### src/verilog/fcb_pkg.sv
/*
 Package for the flash command bus host controller: command codes,
 timing counts and the request and pin carrier types.
 Assumes a 25 MHz system clock.
*/
`default_nettype none
package fcb_pkg;
   localparam int          CLK_MHZ       = 25;
   localparam int          ADDR_W        = 15;
   // ------------------------------------------------------------
   // Command codes
   // ------------------------------------------------------------
   localparam logic [7:0]  CMD_READ      = 8'h00;
   localparam logic [7:0]  CMD_RESET     = 8'hFF;
   localparam logic [7:0]  CMD_ID        = 8'h90;
   localparam logic [7:0]  CMD_ERASE     = 8'h20;
   localparam logic [7:0]  CMD_EVERIFY   = 8'hA0;
   localparam logic [7:0]  CMD_PSETUP    = 8'h40;
   localparam logic [7:0]  CMD_PVERIFY   = 8'hC0;
   // ------------------------------------------------------------
   // Timing
   // ------------------------------------------------------------
   localparam int          STROBE_NS     = 120;
   localparam int          STROBE_CYC    = (STROBE_NS * CLK_MHZ + 999) / 1000;
   localparam int          RECOVER_NS    = 6000;
   localparam int          RECOVER_CYC   = (RECOVER_NS * CLK_MHZ + 999) / 1000;
   // ------------------------------------------------------------
   // Operations requested by the user side
   // ------------------------------------------------------------
   typedef enum logic [2:0] {
      FCB_OP_READ    = 3'b000,
      FCB_OP_ID      = 3'b001,
      FCB_OP_RDMODE  = 3'b010,
      FCB_OP_ESETUP  = 3'b011,
      FCB_OP_EVERIFY = 3'b100,
      FCB_OP_PROGRAM = 3'b101,
      FCB_OP_PVERIFY = 3'b110,
      FCB_OP_RESET   = 3'b111
   } fcb_op_t;
   typedef struct packed {
      fcb_op_t             op;
      logic [ADDR_W-1:0]   addr;
      logic [7:0]          data;
   } fcb_req_t;
   typedef struct packed {
      logic                chipSelectN;
      logic                outputEnableN;
      logic                writeStrobeN;
      logic [ADDR_W-1:0]   addr;
      logic [7:0]          dataOut;
      logic                dataOe;
   } fcb_pins_t;
endpackage
`default_nettype wire

### src/verilog/fcb_host.sv
/*
 Host controller that drives a bulk-erase flash through its strobes,
 address and data pins, issuing command writes and read cycles.
 Assumes the flash pins are wired directly and the supply qualifiers
 are switched by this block's outputs.
*/
`timescale 1ns/1ps
`default_nettype none
// Operation
// - Identifier read: other address low, supply low.
// - Write needs select, strobe low, enable high.
// - Host ends erase with erase verify.
// - Host programs all bytes zero first.
module fcb_host #(
   parameter int STROBE_CYC  = fcb_pkg::STROBE_CYC,
   parameter int RECOVER_CYC = fcb_pkg::RECOVER_CYC
) (
   input  wire logic             mclk,
   input  wire logic             reset,
   input  wire fcb_pkg::fcb_req_t reqIn,
   input  wire logic             reqValid,
   output logic                  reqReady,
   output logic [7:0]            rspData,
   output logic                  rspValid,
   output logic                  rspParityOk,
   output logic                  chipSelectN,
   output logic                  outputEnableN,
   output logic                  writeStrobeN,
   output logic [fcb_pkg::ADDR_W-1:0] addrOut,
   output logic [7:0]            dataOut,
   output logic                  dataOe,
   input  wire logic [7:0]       dataIn,
   output logic                  programSupplyHigh,
   output logic                  idVoltagePresent
);
   // The read window loads STROBE_CYC plus three into an 8-bit counter, so STROBE_CYC stops at 252.
   if (STROBE_CYC < 1 || STROBE_CYC > 252 || RECOVER_CYC < 1 || RECOVER_CYC > 255) begin : g_badCycles
      $error("fcb_host: cycle counts out of range");
   end
   // ------------------------------------------------------------
   // State and datapath
   // ------------------------------------------------------------
   typedef enum logic [2:0] {
      ST_IDLE  = 3'b000,
      ST_WSET  = 3'b001,
      ST_WLOW  = 3'b010,
      ST_WHIGH = 3'b011,
      ST_RLOW  = 3'b100,
      ST_RDONE = 3'b101
   } fcb_state_t;
   fcb_state_t                state_ff, nxt_state;
   fcb_pkg::fcb_req_t         req_ff;
   logic [7:0]                cnt_ff;
   logic [1:0]                step_ff;
   logic [7:0]                dataSync;
   fcb_sync #(.W(8)) u_sync (
      .mclk  (mclk),
      .reset (reset),
      .din   (dataIn),
      .dout  (dataSync)
   );
   function automatic logic [7:0] fcbCmd(input fcb_pkg::fcb_op_t op);
      case (op)
         fcb_pkg::FCB_OP_RDMODE:  fcbCmd = fcb_pkg::CMD_READ;
         fcb_pkg::FCB_OP_ESETUP:  fcbCmd = fcb_pkg::CMD_ERASE;
         fcb_pkg::FCB_OP_EVERIFY: fcbCmd = fcb_pkg::CMD_EVERIFY;
         fcb_pkg::FCB_OP_PROGRAM: fcbCmd = fcb_pkg::CMD_PSETUP;
         fcb_pkg::FCB_OP_PVERIFY: fcbCmd = fcb_pkg::CMD_PVERIFY;
         fcb_pkg::FCB_OP_ID:      fcbCmd = fcb_pkg::CMD_ID;
         default:                 fcbCmd = fcb_pkg::CMD_RESET;
      endcase
   endfunction
   // Decode from the request being taken, so the first write never sets up stale fields.
   wire                    accept = reqValid && reqReady;
   wire fcb_pkg::fcb_req_t curReq = accept ? reqIn : req_ff;
   // Two write steps: erase and reset repeat, program follows its code with data, verify adds a read.
   wire       twoWrites  = (curReq.op == fcb_pkg::FCB_OP_ESETUP) ||
                           (curReq.op == fcb_pkg::FCB_OP_PROGRAM) ||
                           (curReq.op == fcb_pkg::FCB_OP_RESET);
   wire       wantsRead  = (curReq.op == fcb_pkg::FCB_OP_READ) ||
                           (curReq.op == fcb_pkg::FCB_OP_ID) ||
                           (curReq.op == fcb_pkg::FCB_OP_EVERIFY) ||
                           (curReq.op == fcb_pkg::FCB_OP_PVERIFY);
   // Id reads run with the supply low, where a write would be ignored, so they skip it.
   wire       hasWrite   = (curReq.op != fcb_pkg::FCB_OP_READ) && (curReq.op != fcb_pkg::FCB_OP_ID);
   wire       secondStep = (step_ff == 2'd1);
   wire       secondWrite = (state_ff == ST_WHIGH);
   // Second program write carries the target address and data; others send codes.
   wire [7:0] wrData     = (secondWrite && curReq.op == fcb_pkg::FCB_OP_PROGRAM) ? curReq.data
                           : fcbCmd(curReq.op);
   wire       cntDone    = (cnt_ff == 8'h00);
   always_comb begin
      nxt_state = state_ff;
      case (state_ff)
         ST_IDLE:  if (accept) nxt_state = ST_WSET;
         ST_WSET:  nxt_state = hasWrite ? ST_WLOW : ST_RLOW;
         ST_WLOW:  if (cntDone) nxt_state = ST_WHIGH;
         ST_WHIGH: if (cntDone) begin
            if (twoWrites && !secondStep) nxt_state = ST_WSET;
            else if (wantsRead) nxt_state = ST_RLOW;
            else nxt_state = ST_IDLE;
         end
         ST_RLOW:  if (cntDone) nxt_state = ST_RDONE;
         ST_RDONE: nxt_state = ST_IDLE;
         default:  nxt_state = ST_IDLE;
      endcase
   end
   // ------------------------------------------------------------
   // Registers
   // ------------------------------------------------------------
   always_ff @(posedge mclk) begin
      if (reset) begin
         state_ff          <= ST_IDLE;
         req_ff            <= '0;
         cnt_ff            <= 8'h00;
         step_ff           <= 2'd0;
         reqReady          <= 1'b0;
         rspData           <= 8'h00;
         rspValid          <= 1'b0;
         rspParityOk       <= 1'b0;
         chipSelectN       <= 1'b1;
         outputEnableN     <= 1'b1;
         writeStrobeN      <= 1'b1;
         addrOut           <= '0;
         dataOut           <= 8'h00;
         dataOe            <= 1'b0;
         programSupplyHigh <= 1'b0;
         idVoltagePresent  <= 1'b0;
      end else begin
         state_ff <= nxt_state;
         reqReady <= (nxt_state == ST_IDLE) && !accept;
         rspValid <= 1'b0;
         if (accept) begin
            req_ff  <= reqIn;
            step_ff <= 2'd0;
            // Supply high for command writes; low with raised id level for id reads.
            programSupplyHigh <= (reqIn.op != fcb_pkg::FCB_OP_ID);
            idVoltagePresent  <= (reqIn.op == fcb_pkg::FCB_OP_ID);
         end
         case (nxt_state)
            ST_WSET: begin
               // Output enable high and select low before the strobe falls.
               chipSelectN   <= 1'b0;
               outputEnableN <= 1'b1;
               writeStrobeN  <= 1'b1;
               addrOut       <= (curReq.op == fcb_pkg::FCB_OP_ID) ? '0 : curReq.addr;
               dataOut       <= wrData;
               dataOe        <= hasWrite;
               cnt_ff        <= 8'(STROBE_CYC - 1);
               if (state_ff == ST_WHIGH) step_ff <= 2'd1;
            end
            ST_WLOW: begin
               writeStrobeN <= 1'b0;
            end
            ST_WHIGH: begin
               // Data is taken at this rise; erase starts or stops here.
               if (state_ff == ST_WLOW) begin
                  writeStrobeN <= 1'b1;
                  cnt_ff       <= 8'(RECOVER_CYC - 1);
               end
            end
            ST_RLOW: begin
               if (state_ff != ST_RLOW) begin
                  // Id reads hold all but the lsb low; verifies ignore the address.
                  addrOut       <= (req_ff.op == fcb_pkg::FCB_OP_ID) ?
                                   {{(fcb_pkg::ADDR_W-1){1'b0}}, req_ff.addr[0]} : req_ff.addr;
                  dataOe        <= 1'b0;
                  chipSelectN   <= 1'b0;
                  outputEnableN <= 1'b0;
                  cnt_ff        <= 8'(STROBE_CYC + 3);
               end
            end
            ST_RDONE: begin
               rspData       <= dataSync;
               rspParityOk   <= ^dataSync;
               rspValid      <= 1'b1;
               outputEnableN <= 1'b1;
            end
            default: begin
               // Deselect between operations; the device keeps erasing meanwhile.
               chipSelectN   <= 1'b1;
               outputEnableN <= 1'b1;
               dataOe        <= 1'b0;
            end
         endcase
         if (nxt_state == state_ff && !cntDone) cnt_ff <= cnt_ff - 8'h01;
         if (state_ff == ST_WHIGH && nxt_state == ST_WHIGH && cntDone) cnt_ff <= 8'h00;
      end
   end
   // ------------------------------------------------------------
   // Assertions
   // ------------------------------------------------------------
   // Counts the low cycles of the write strobe, so its width is checked for any STROBE_CYC.
   logic [7:0] weLowCnt_ff;
   always_ff @(posedge mclk) begin
      if (reset || writeStrobeN) begin
         weLowCnt_ff <= 8'h00;
      end else if (weLowCnt_ff != 8'hFF) begin
         weLowCnt_ff <= weLowCnt_ff + 8'h01;
      end
   end
   a_no_contention: assert property (@(posedge mclk) disable iff (reset)
      dataOe |-> outputEnableN) else $error("host drives data while output enabled");
   a_write_select: assert property (@(posedge mclk) disable iff (reset)
      !writeStrobeN |-> !chipSelectN && outputEnableN) else $error("bad write strobe");
   a_data_stable: assert property (@(posedge mclk) disable iff (reset)
      (!writeStrobeN ##1 writeStrobeN) |-> $stable(dataOut)) else $error("data moved at rise");
   a_read_select: assert property (@(posedge mclk) disable iff (reset)
      !outputEnableN |-> !chipSelectN && !dataOe) else $error("read without select");
   a_id_lines: assert property (@(posedge mclk) disable iff (reset)
      (idVoltagePresent && !outputEnableN) |-> addrOut[fcb_pkg::ADDR_W-1:1] == '0 && !programSupplyHigh)
      else $error("id read address high");
   a_write_supply: assert property (@(posedge mclk) disable iff (reset)
      !writeStrobeN |-> programSupplyHigh) else $error("write without supply");
   a_resp_pulse: assert property (@(posedge mclk) disable iff (reset)
      rspValid |=> !rspValid) else $error("response not a pulse");
   a_strobe_width: assert property (@(posedge mclk) disable iff (reset)
      $rose(writeStrobeN) |-> weLowCnt_ff == 8'(STROBE_CYC)) else $error("write strobe width wrong");
   c_erase: cover property (@(posedge mclk) accept && reqIn.op == fcb_pkg::FCB_OP_ESETUP);
   c_program: cover property (@(posedge mclk) accept && reqIn.op == fcb_pkg::FCB_OP_PROGRAM);
   c_id: cover property (@(posedge mclk) rspValid && idVoltagePresent);
endmodule // fcb_host
`default_nettype wire

### src/verilog/fcb_sync.sv
/*
 Three-stage synchroniser for pin inputs with agreement filter.
 Assumes the inputs are asynchronous to mclk.
*/
`timescale 1ns/1ps
`default_nettype none
module fcb_sync #(
   parameter int W = 8
) (
   input  wire logic         mclk,
   input  wire logic         reset,
   input  wire logic [W-1:0] din,
   output logic      [W-1:0] dout
);
   logic [W-1:0] s1_ff;
   logic [W-1:0] s2_ff;
   logic [W-1:0] s3_ff;
   logic [W-1:0] nxt_dout;
   // The output only changes once the second and third stages agree on every bit.
   assign nxt_dout = (s2_ff == s3_ff) ? s3_ff : dout;
   always_ff @(posedge mclk) begin
      if (reset) begin
         s1_ff <= '0;
         s2_ff <= '0;
         s3_ff <= '0;
         dout  <= '0;
      end else begin
         s1_ff <= din;
         s2_ff <= s1_ff;
         s3_ff <= s2_ff;
         dout  <= nxt_dout;
      end
   end
endmodule // fcb_sync
`default_nettype wire

### config.mk
export PLATFORM = sky130hd
export DESIGN_NAME = fcb_host
export DESIGN_NICKNAME = d
export VERILOG_FILES = /design/src/verilog/fcb_pkg.sv /design/src/verilog/fcb_host.sv /design/src/verilog/fcb_sync.sv
export SDC_FILE = /design/constraint.sdc
export NUM_CORES = 1
export LEC_CHECK = 0
export ABC_CLOCK_PERIOD_IN_PS = 11600
export BUFFER_PORTS_ARGS = -buffer_cell sky130_fd_sc_hd__buf_2
export CAP_MARGIN = 20
export CELL_PAD_IN_SITES_DETAIL_PLACEMENT = 1
export CELL_PAD_IN_SITES_GLOBAL_PLACEMENT = 1
export CORE_MARGIN = 8
export CORE_UTILIZATION = 40
export CTS_BUF_LIST = sky130_fd_sc_hd__clkbuf_2 sky130_fd_sc_hd__clkbuf_4 sky130_fd_sc_hd__clkbuf_8
export DETAILED_ROUTE_END_ITERATION = 7
export HOLD_SLACK_MARGIN = 0.1
export PLACE_DENSITY_LB_ADDON = 0.1
export SYNTH_ARGS = -nofsm -noshare
export SYNTH_HDL_FRONTEND = slang
export SYNTH_HIERARCHICAL = 1
export SYNTH_SLANG_ARGS = --single-unit
### constraint.sdc
create_clock -name mclk -period 11.6 [get_ports mclk]
set_input_delay 2.9 -clock mclk [delete_from_list [all_inputs] [get_ports mclk]]
set_output_delay 2.9 -clock mclk [all_outputs]
set_load 0.02 [all_outputs]
==> metrics.txt, run 1 <==
start point of the critical path=reqValid; drt total wl=12200 um; worst slew pin tran=around 0.9 ns; Critical Path Fanout Max=31; WP data arrival=approximately 6.5 ns; drt via density=5.35; Die Width=between 100 and 150 um; DRC=0; main area contributors after synthesis=dfxtp_1 47%, mux2i_1 6.9%, a21oi_1 5.1%, nand2_1 4.1%, nand3_1 3.5%; Via Count=3877; switching share of power=39.6%; GRT Total Usage=between 10% and 20%; ratio of cells with drive above 1 in the final layout=just over 20%; final hold viol count=0; Pleak=2.30 nW; ys flop type=dfxtp_1; critical path startpoint category=input pin; routed len/inst=16.8 um; Rel. slew slack=39.7%; first drt pass iteration count=6; count of flip-flops with a built-in enable after synthesis=0; Critical Path Sink=dataOut[1]; RR Endpoint=dataOut[1]; initial core utilization=40.4%; Levels on crit path=11; Detail Route Antenna Nets=0; Synth Area per Inst=9.26 sq um; # port buffers=76; clock share of power=between 20% and 30%; Worst Path Required=between 10 and 15 ns; total I/O pin count=77; cell taking the most area after synthesis=dfxtp_1; fill count=1370; Worst Hold Class=flip-flop to flip-flop; P_sw=0.000449 W; Post-Layout Inst Area=0.00540 sq mm; RR Startpoint=reqReady; YS warnings=6; Syn Nets=558; clk_skew=roughly 0.014 ns; #FFs+latches synth=approximately 110; WHS Path Cells=1; pwr/cell area=~210 mW/mm^2; CTS H-tree lvls=3; MaxCap Viol Count=0; Tcrit/Tclk final=a little over half; worst-path cell chain=buf_2 -> nand2_1 -> buf_4 -> mux2i_1 -> ha_1 -> nor2_1 -> o21ai_0 -> a21o_1 -> nand3_1 -> a211o_1 -> a21oi_1; Worst Setup End Kind=flip-flop; initial DRC count=182; Sequential Power Share=42.2%; delay-heaviest family, CP=compound AO/OA/AOI/OAI gates; synthesized area=about 0.0048 sq mm; CTS sink cnt=111; GRT overflow=0; Final setup viols=0; die area=0.0157 sq mm; Die Ht=125 um; share of the synthesized area in the top cell type=46.5%; antenna violations before repair=0; slowest CP cell=a21o_1; Root Buffer=clkbuf_8; maximum buffer depth of the clock tree=2; post-DP HPWL=8500 um; fin. max-slew vios=0; postcts setup bufs=0; multi-input logic area=approximately 0.0024 sq mm; post-CTS sizing=0; post-route setup TNS=0 ns; outcome=finished clean; largest net degree at the start of global routing=62; Synth Instances=516; RePlAce Congestion=between 0.7 and 0.8; FMAX=161 MHz; register area share after synthesis=between 40% and 50%; Reg2Reg Setup Slack=7.68 ns; Async SR Flop Fraction=0%; Buffers & Inverters on Critical Path=2; Reg area=around 0.0022 sq mm; vias in the first global route=4051; min Tclk post-route=6.20 ns; maximum vdd drop=about 0.00012 V; RSZ-0062 raised after global routing=false; Pint=around 0.0007 W; clock transition at the registers of the reported paths=0.12 ns; CTS tree=built; area grow syn2layout=13.1%; Post-CTS Hold Fix Bufs=0; CTS Buf Count=9; crit-path max cell delay=about 0.74 ns; Final nets=614; ant diodes=0; Core Box Area=0.0118 sq mm; row count=40; Setup CP Type=input pin to flip-flop; Netlist cell types=57; first-pass GRT wire length=20400 um; Logic pwr share=approximately 37%; Cell Area, Placed=0.00520 sq mm; later-pin clock latency in the skew report=approximately 0.4 ns; worst reg-to-reg path cell count=10
==> kinds of logic (layout without fill, tap and decap cells) <==
| logic type | Yosys count | count (layout) | share of synthesized area [%] |
|---|---|---|---|
| xor+xnor | 18 | 18 | 3.30 |
| buf+inv | 43 | 104 | 4.06 |
| fa+ha+maj | 5 | 5 | 1.31 |
| mux | 35 | 35 | 7.47 |
| compound gates | 106 | 106 | 16.2 |
| flops | 111 | 111 | 46.5 |
| simple gates | 198 | 198 | 21.1 |
==> final cells by class <==
type / count / share of cell area [%]
repair buffers: 79 / 7.50
clock inverters: 6 / 1.11
flip-flops and latches: 111 / 41.1
well taps: 147 / 3.40
inverters: 9 / 0.625
multi-input cells: 362 / 43.7
clock buffers: 10 / 2.55
==> state kept, by name, summed over array words and instances (netlist names), 3 cells and up <==
| register | flops |
|---|---|
| req_ff | 26 |
| addrOut | 15 |
| cnt_ff | 8 |
| dataOut | 8 |
| rspData | 8 |
| u_sync/dout | 8 |
| u_sync/s1_ff | 8 |
| u_sync/s2_ff | 8 |
| u_sync/s3_ff | 8 |
| state_ff | 3 |
==> cells in the final DEF (no fill, tap or decap), drive strengths merged, types with 11 or more instances in the layout <==
master    n
mux2i    33
nor2b    25
buf      79
nand2    54
nand2b   16
nand3    33
xor2     11
a21oi    49
a311oi   16
dfxtp   111
o21ai    11
nor2     35
inv      12
==> metrics by stage <==
stage	utilization (%)	power, W	hold WS, ns	setup WS [ns]	instances
final	45.7	0.00113	0.450	5.40	724
after CTS	45.7	0.00115	0.452	5.40	724
after floorplan	-	0.000805	0.414	5.88	516
after global placement	44.1	0.000901	0.424	5.22	708
after detailed placement	44.1	0.000913	0.429	5.00	708
after global routing	45.7	0.00121	0.465	4.99	724
==> worst reg2reg max path: cells and delay by family, from the launching register on <==
kind | cells | cell delay [ns]
fa+ha+maj | 1 | 0.25
simple gates | 3 | 0.87
mux | 1 | 0.47
buf+inv | 1 | 0.38
compound gates | 4 | 1.54
flops | 1 | 0.37
==> how the worst min path moves through the flow <==
stage | slack, ns | endpoint | startpoint
2_1_floorplan | 0.41 | u_sync/s2_ff[0] | u_sync/s1_ff[0]
3_3_place_gp | 0.42 | u_sync/s2_ff[7] | u_sync/s1_ff[7]
3_5_place_dp | 0.43 | u_sync/s2_ff[4] | u_sync/s1_ff[4]
4_1_cts | 0.45 | u_sync/s2_ff[5] | u_sync/s1_ff[5]
5_1_grt | 0.47 | u_sync/s2_ff[5] | u_sync/s1_ff[5]
6_report | 0.45 | u_sync/s2_ff[0] | u_sync/s1_ff[0]
==> power groups by stage <==
stage	registers [W]	logic [W]	clock network [W]
finish	0.000479	0.000423	0.000233
global route	0.000486	0.000466	0.000256
detailed placement	0.000487	0.000426	0
global placement	0.000486	0.000415	0
CTS	0.000479	0.000427	0.000244
floorplan	0.000521	0.000284	0
==> per-layer routing <==
layer  routed length, um  GRT usage, %  up-vias
li1                    -             -     1912
met2                5860          26.6       63
met5                   0             0        -
met4                 160          5.23        0
met1                5630          18.8     1891
met3                 540          4.55       11
==> cell usage after synthesis (2+ instances only) <==
| cell type | n |
|---|---|
| clkbuf_1 | 21 |
| nand3_1 | 33 |
| ha_1 | 5 |
| and2_1 | 5 |
| xor2_1 | 11 |
| a221o_1 | 2 |
| mux2i_1 | 33 |
| o21ai_0 | 9 |
| or2b_1 | 2 |
| nand4_1 | 4 |
| o22a_1 | 2 |
| nor2_1 | 34 |
| nand2b_1 | 16 |
| buf_6 | 3 |
| a311oi_1 | 7 |
| nand3b_1 | 2 |
| o221ai_1 | 2 |
| a211o_1 | 4 |
| xnor2_1 | 7 |
| buf_1 | 2 |
| a311oi_2 | 9 |
| nor4_1 | 4 |
| a311o_1 | 2 |
| a21oi_1 | 49 |
| a21o_1 | 5 |
| o211ai_1 | 3 |
| nand2_2 | 2 |
| or3_1 | 3 |
| dfxtp_1 | 111 |
| nand2_1 | 52 |
| inv_1 | 9 |
| nor3_1 | 7 |
| buf_2 | 8 |
| nor2b_1 | 25 |
(Power assumes the default switching activity.)
==> inputs of run 2 (changes only) <==
- ABC_AREA: default -> 1
- ABC_CLOCK_PERIOD_IN_PS: 11600 -> 5230
- CORE_UTILIZATION: 40 -> 38
- clock period: 11.6 -> 5.23 ns (I/O delays scaled with it)
==> run 2 against run 1 <==
  * Clock skew fell by 0.0084 ns
  * Non-clock buffer count rose by 1
  * Register-to-register slack got worse by 5.6 ns
  * Utilization fell by 1.2 points
  * Cell count rose by 34%
  * Routed wire length rose by 10%
  * Clock-buffer cell count rose by 1
  * Clock power rose to 2.5 times the previous value
  * Flip-flop and latch count did not move
  * Final area rose by 8.2%
==> metrics.txt, run 2 <==
outcome=finished clean; fin. max-slew vios=0; Logic pwr share=45.6%; total I/O pin count=slightly below 80; GRT overflow=0; max FFs per register=26; maximum buffer depth of the clock tree=2; GRT Total Usage=15.6%; initial core utilization=38.7%; fill count=roughly 1.7k; RePlAce Congestion=0.827; Die Width=132 um; Reg2Reg Setup Slack=2.07 ns; CTS tree=built; FMAX=268 MHz; Post-CTS Hold Fix Bufs=0; CTS H-tree lvls=3; first drt pass iteration count=4; postcts setup bufs=0; Sequential Power Share=a little over a third; Power Total=between 0.003 and 0.004 W; Pleak=2.94 nW; Worst Path Required=5.50 ns; vias in the first global route=4690; Buffers & Inverters on Critical Path=4; die area=~0.017 sq mm; most common cell after layout, fill and taps aside=nand2_1; routed len/inst=13.9 um; pwr/cell area=527 mW/mm^2; Netlist cell types=41; final hold viol count=0; worst slew pin tran=1.11 ns; later-pin clock latency in the skew report=0.38 ns; ratio of cells with drive above 1 in the final layout=18.0%; ant diodes=0; Die Ht=132 um; switching share of power=a little over two fifths; largest net degree at the start of global routing=72; biggest regs=req_ff (26), addrOut (15); slowest CP cell=nand2_2; crit-path max cell delay=0.44 ns; drt via density=~4.7; count of flip-flops with a built-in enable after synthesis=0; Final nets=833; Worst Setup End Kind=flip-flop; CTS Buf Count=9; register with the most flip-flops=req_ff; P_sw=0.00133 W; critical path startpoint category=input pin; synthesized area=between 0.005 and 0.006 sq mm; area grow syn2layout=15.0%; DRC=0; share of the synthesized area in the top cell type=43.7%; post-route setup TNS=0 ns; Rel. slew slack=roughly a quarter; Synth Area per Inst=7.02 sq um; Detail Route Antenna Nets=0; MaxCap Viol Count=0; CTS sink cnt=111; Cell Area, Placed=0.00562 sq mm; cell taking the most area after synthesis=dfxtp_1; drt total wl=13500 um; commonest non-fill, non-tap cells in the layout=166 x nand2_1, 146 x nor2_1, 111 x dfxtp_1; antenna violations before repair=0; Syn Nets=766; Tcrit/Tclk final=71.2%; post-CTS sizing=0; ys flop type=dfxtp_1; RSZ-0062 raised after global routing=false; clock transition at the registers of the reported paths=0.10 ns; initial DRC count=188; Setup CP Type=input pin to flip-flop; maximum vdd drop=0.000196 V; post-DP HPWL=~10000 um; #FFs+latches synth=111; row count=42; register area share after synthesis=a little over two fifths; Pint=0.00175 W; Critical Path Fanout Max=30; worst-path cell chain=buf_2 -> nand2_2 -> inv_2 -> nand2_1 -> nand2_1 -> inv_1 -> ha_1 -> or2_2 -> nand2_2 -> nand2_2 -> nand3_2 -> clkinv_2 -> nand4_4 -> nand2_4 -> nand2_2 -> nand2_1 -> nand2_1 -> nor2_1; Root Buffer=clkbuf_8; Async SR Flop Fraction=0%; main area contributors after synthesis=dfxtp_1 44%, nand2_1 12%, nor2_1 11%, inv_1 6.4%, o21ai_0 3.8%; Synth top cells by count=166 x nand2_1, 146 x nor2_1, 111 x dfxtp_1; Worst Hold Class=flip-flop to flip-flop; Core Box Area=0.0131 sq mm; WP data arrival=4.00 ns; first-pass GRT wire length=approximately 23000 um; Post-Layout Inst Area=around 0.0058 sq mm; clock share of power=18.9%; YS warnings=6; Final setup viols=0; # port buffers=76; Via Count=4575; Synth Instances=724; delay-heaviest family, CP=simple AND/OR/NAND/NOR gates; most instantiated library cell after synthesis=nand2_1; clk_skew=0.00569 ns; min Tclk post-route=3.73 ns
run 2: changes by cell type after synthesis, sizes merged, moves of 24 or more:
| cell | change |
|---|---|
| o21ai | +32 |
| inv | +91 |
| mux2i | -24 |
| a21oi | -31 |
| nand2 | +129 |
| nor2b | -25 |
| nor2 | +120 |
run 2: final cells by class:
| type | count | area (sq um) | share of cell area (%) |
|---|---|---|---|
| multi-input cells | 487 | 2360 | 40.4 |
| flip-flops and latches | 111 | 2220 | 38.0 |
| well taps | 176 | 220 | 3.77 |
| clock inverters | 5 | 81.3 | 1.39 |
| clock buffers | 11 | 145 | 2.48 |
| inverters | 102 | 387 | 6.61 |
| repair buffers | 80 | 430 | 7.36 |
run 2: metrics by stage:
| step | instances | setup slack (ns) | hold WS, ns | util, % |
|---|---|---|---|---|
| 2_1_floorplan | 724 | 1.87 | 0.388 | - |
| 3_3_place_gp | 955 | 1.25 | 0.393 | 42.6 |
| 3_5_place_dp | 956 | 1.10 | 0.403 | 42.8 |
| 4_1_cts | 972 | 1.51 | 0.419 | 44.5 |
| 5_1_grt | 972 | 1.25 | 0.428 | 44.5 |
| 6_report | 972 | 1.50 | 0.414 | 44.5 |
run 2: layer usage:
layer,wire [um],vias to the layer above,global-route usage [%]
met5,0,-,0
li1,-,2341,-
met4,181,0,5.87
met2,6440,54,26.6
met1,6420,2168,19.0
met3,424,12,3.13
run 2: kinds of logic (layout without fill, tap and decap cells):
kind of cell	after synthesis	in the layout	synth area share [%]
AOI/OAI and AO/OA	70	70	7.36
xor gates and xnor gates	13	13	2.24
adders and majority gates	5	5	1.23
buffers and inverters	126	198	9.97
DFF	111	111	43.7
muxes	9	9	1.77
and+or+nand+nor	390	390	33.7
run 2: final timing paths:
| kind | startpoint | to | cells past startpoint |
|---|---|---|---|
| max | reqValid | addrOut[1] | 18 |
| max reg2reg | reqReady | addrOut[1] | 17 |
| min reg2reg | u_sync/s1_ff[2] | u_sync/s2_ff[2] | 2 |
| min | u_sync/s1_ff[2] | u_sync/s2_ff[2] | 2 |
run 2: tightest hold or removal path: stages, from the launching register on:
cell and delay [ns]:
dfxtp_1 0.31, inv_1 0.04, nor2_1 0.03
run 2: power by group through the flow:
stage	logic, W	registers (W)	clock network (W)
2_1_floorplan	0.00101	0.00118	0
3_3_place_gp	0.00137	0.00111	0
3_5_place_dp	0.00142	0.00111	0
4_1_cts	0.00143	0.00109	0.000610
5_1_grt	0.00160	0.00111	0.000638
6_report	0.00141	0.00109	0.000583
==> inputs of run 3 (changes only) <==
- ABC_CLOCK_PERIOD_IN_PS: 5230 -> 3500
- CORE_UTILIZATION: 38 -> 40
- clock period: 5.23 -> 3.5 ns (I/O delays scaled with it)
==> run 3 against run 2 <==
  * Register-to-register slack got worse by 1.5 ns
  * Total power increased by 48%
  * Critical path depth increased by 1
  * Final area decreased by 0.26%
  * Global-route usage increased by 1.4 points
  * Setup slack got worse by 1.1 ns
  * Die area decreased by 4.4%
  * Critical path type unchanged
  * Critical endpoint is now dataOe
  * Largest power group unchanged
==> metrics.txt, run 3 (synthesis gave the netlist of run 2 again) <==
Die Width=129 um; Pleak=2.94 nW; postcts setup bufs=0; initial core utilization=40.6%; ant diodes=0; Setup WS post-layout=0.388 ns; GRT overflow=0; final hold viol count=0; Final setup viols=0; FMAX=roughly 320 MHz; fill count=1687; Min Hold Slack=0.406 ns; register with the most flip-flops=req_ff; Die Ht=129 um; post-route setup TNS=0 ns; Critical Path Fanout Max=11; RSZ-0062 raised after global routing=false; DP Worst Slack=-0.272 ns; maximum buffer depth of the clock tree=2; Rel. slew slack=55.5%; row count=41; Power Total=0.00456 W; drt via density=4.75; Final nets=836; CTS sink cnt=111; most common cell after layout, fill and taps aside=nand2_1; maximum vdd drop=0.000459 V; first drt pass iteration count=6; Detail Route Antenna Nets=0; MaxCap Viol Count=0; Tcrit/Tclk final=between 80% and 90%; GRT Total Usage=17.0%; worst slew pin tran=0.666 ns; first-pass GRT wire length=22700 um; routed len/inst=14.0 um; max FFs per register=26; Via Count=4612; worst-path cell chain=buf_2 -> nand2_2 -> inv_2 -> nand2_1 -> nand2_1 -> inv_1 -> ha_1 -> or2_2 -> nand2_2 -> nor2_1 -> nor2_2 -> nand2_4 -> inv_4 -> nand3_4 -> inv_1 -> nand2_1 -> nand3_1 -> nand2_1 -> nor2_1; outcome=finished clean; drt total wl=13500 um; initial DRC count=205; clock transition at the registers of the reported paths=0.10 ns; clk_skew=0.0104 ns; commonest non-fill, non-tap cells in the layout=166 x nand2_1, 145 x nor2_1, 111 x dfxtp_1; Worst Setup End Kind=flip-flop; die area=~0.017 sq mm; WP data arrival=3.44 ns; critical path startpoint category=input pin; ratio of cells with drive above 1 in the final layout=18.4%; CTS Buf Count=9; antenna violations before repair=0; RePlAce Congestion=0.837; pwr/cell area=slightly below 800 mW/mm^2; Worst Path Required=3.83 ns; fin. max-slew vios=0; crit-path max cell delay=0.34 ns; largest net degree at the start of global routing=35; CTS tree=built; vias in the first global route=4710; post-DP HPWL=10100 um; later-pin clock latency in the skew report=roughly 0.4 ns; most used cell, CP=nand2_1; Setup CP Type=input pin to flip-flop; Core Box Area=about 0.013 sq mm; CTS H-tree lvls=3; # port buffers=76; Root Buffer=clkbuf_8; min Tclk post-route=roughly 3.1 ns; biggest regs=req_ff (26), addrOut (15); Worst Hold Class=flip-flop to flip-flop; slowest CP cell=inv_1; DRC=0; area grow syn2layout=14.7%; total I/O pin count=77
-- run 3: timing repair --
item / 4_1_cts / 5_1_grt
resized for setup: 0 / 1
hold buffers: 0 / 0
setup endpoints to repair: 0 / 8
-- run 3: metrics by stage --
step                utilization (%)  instances  instance area [sq um]
floorplan                         -        724                   5080
global placement               44.9        954                   5620
detailed placement             44.9        954                   5620
CTS                            46.5        970                   5820
global route                   46.6        971                   5830
finish                         46.6        971                   5830
-- run 3: critical path: cells and delay by family --
kind	cells	cell delay, ns
AND/OR/NAND/NOR	13	1.53
buffers and inverters	5	0.77
adder cells (fa/ha/maj)	1	0.23
-- run 3: metal layers --
layer / vias to the layer above / part of all wire (%) / GRT usage [%]
li1: 2360 / - / -
met1: 2167 / 46 / 20.4
met2: 71 / 48 / 29.5
met3: 14 / 4.3 / 3.39
met4: 0 / 1.6 / 6.29
met5: - / 0 / 0
-- run 3: cell type report --
type	instances	area (sq um)	share of cell area [%]
clock buffer	11	139	2.38
tap	172	215	3.69
multi-input combinational	487	2360	40.5
inverter	102	387	6.63
clock inverter	5	56.3	0.966
timing repair buffer	83	449	7.70
sequential	111	2220	38.1
-- run 3: path summary, 6_finish.rpt --
check                           slack [ns]       startpoint              end  depth (start not counted)
worst max-delay path                  0.39         reqValid           dataOe                         19
worst min-delay path                  0.41  u_sync/s1_ff[5]  u_sync/s2_ff[5]                          2
worst max register to register        0.59         reqReady           dataOe                         18
worst min register to register        0.41  u_sync/s1_ff[5]  u_sync/s2_ff[5]                          2
-- run 3: report_power, final --
part	total [W]	internal, W	switching, W
Combinational	0.00215	0.000725	0.00142
Clock	0.000787	0.000348	0.000439
Sequential	0.00163	0.00150	0.000129
Total	0.00456	0.00257	0.00199
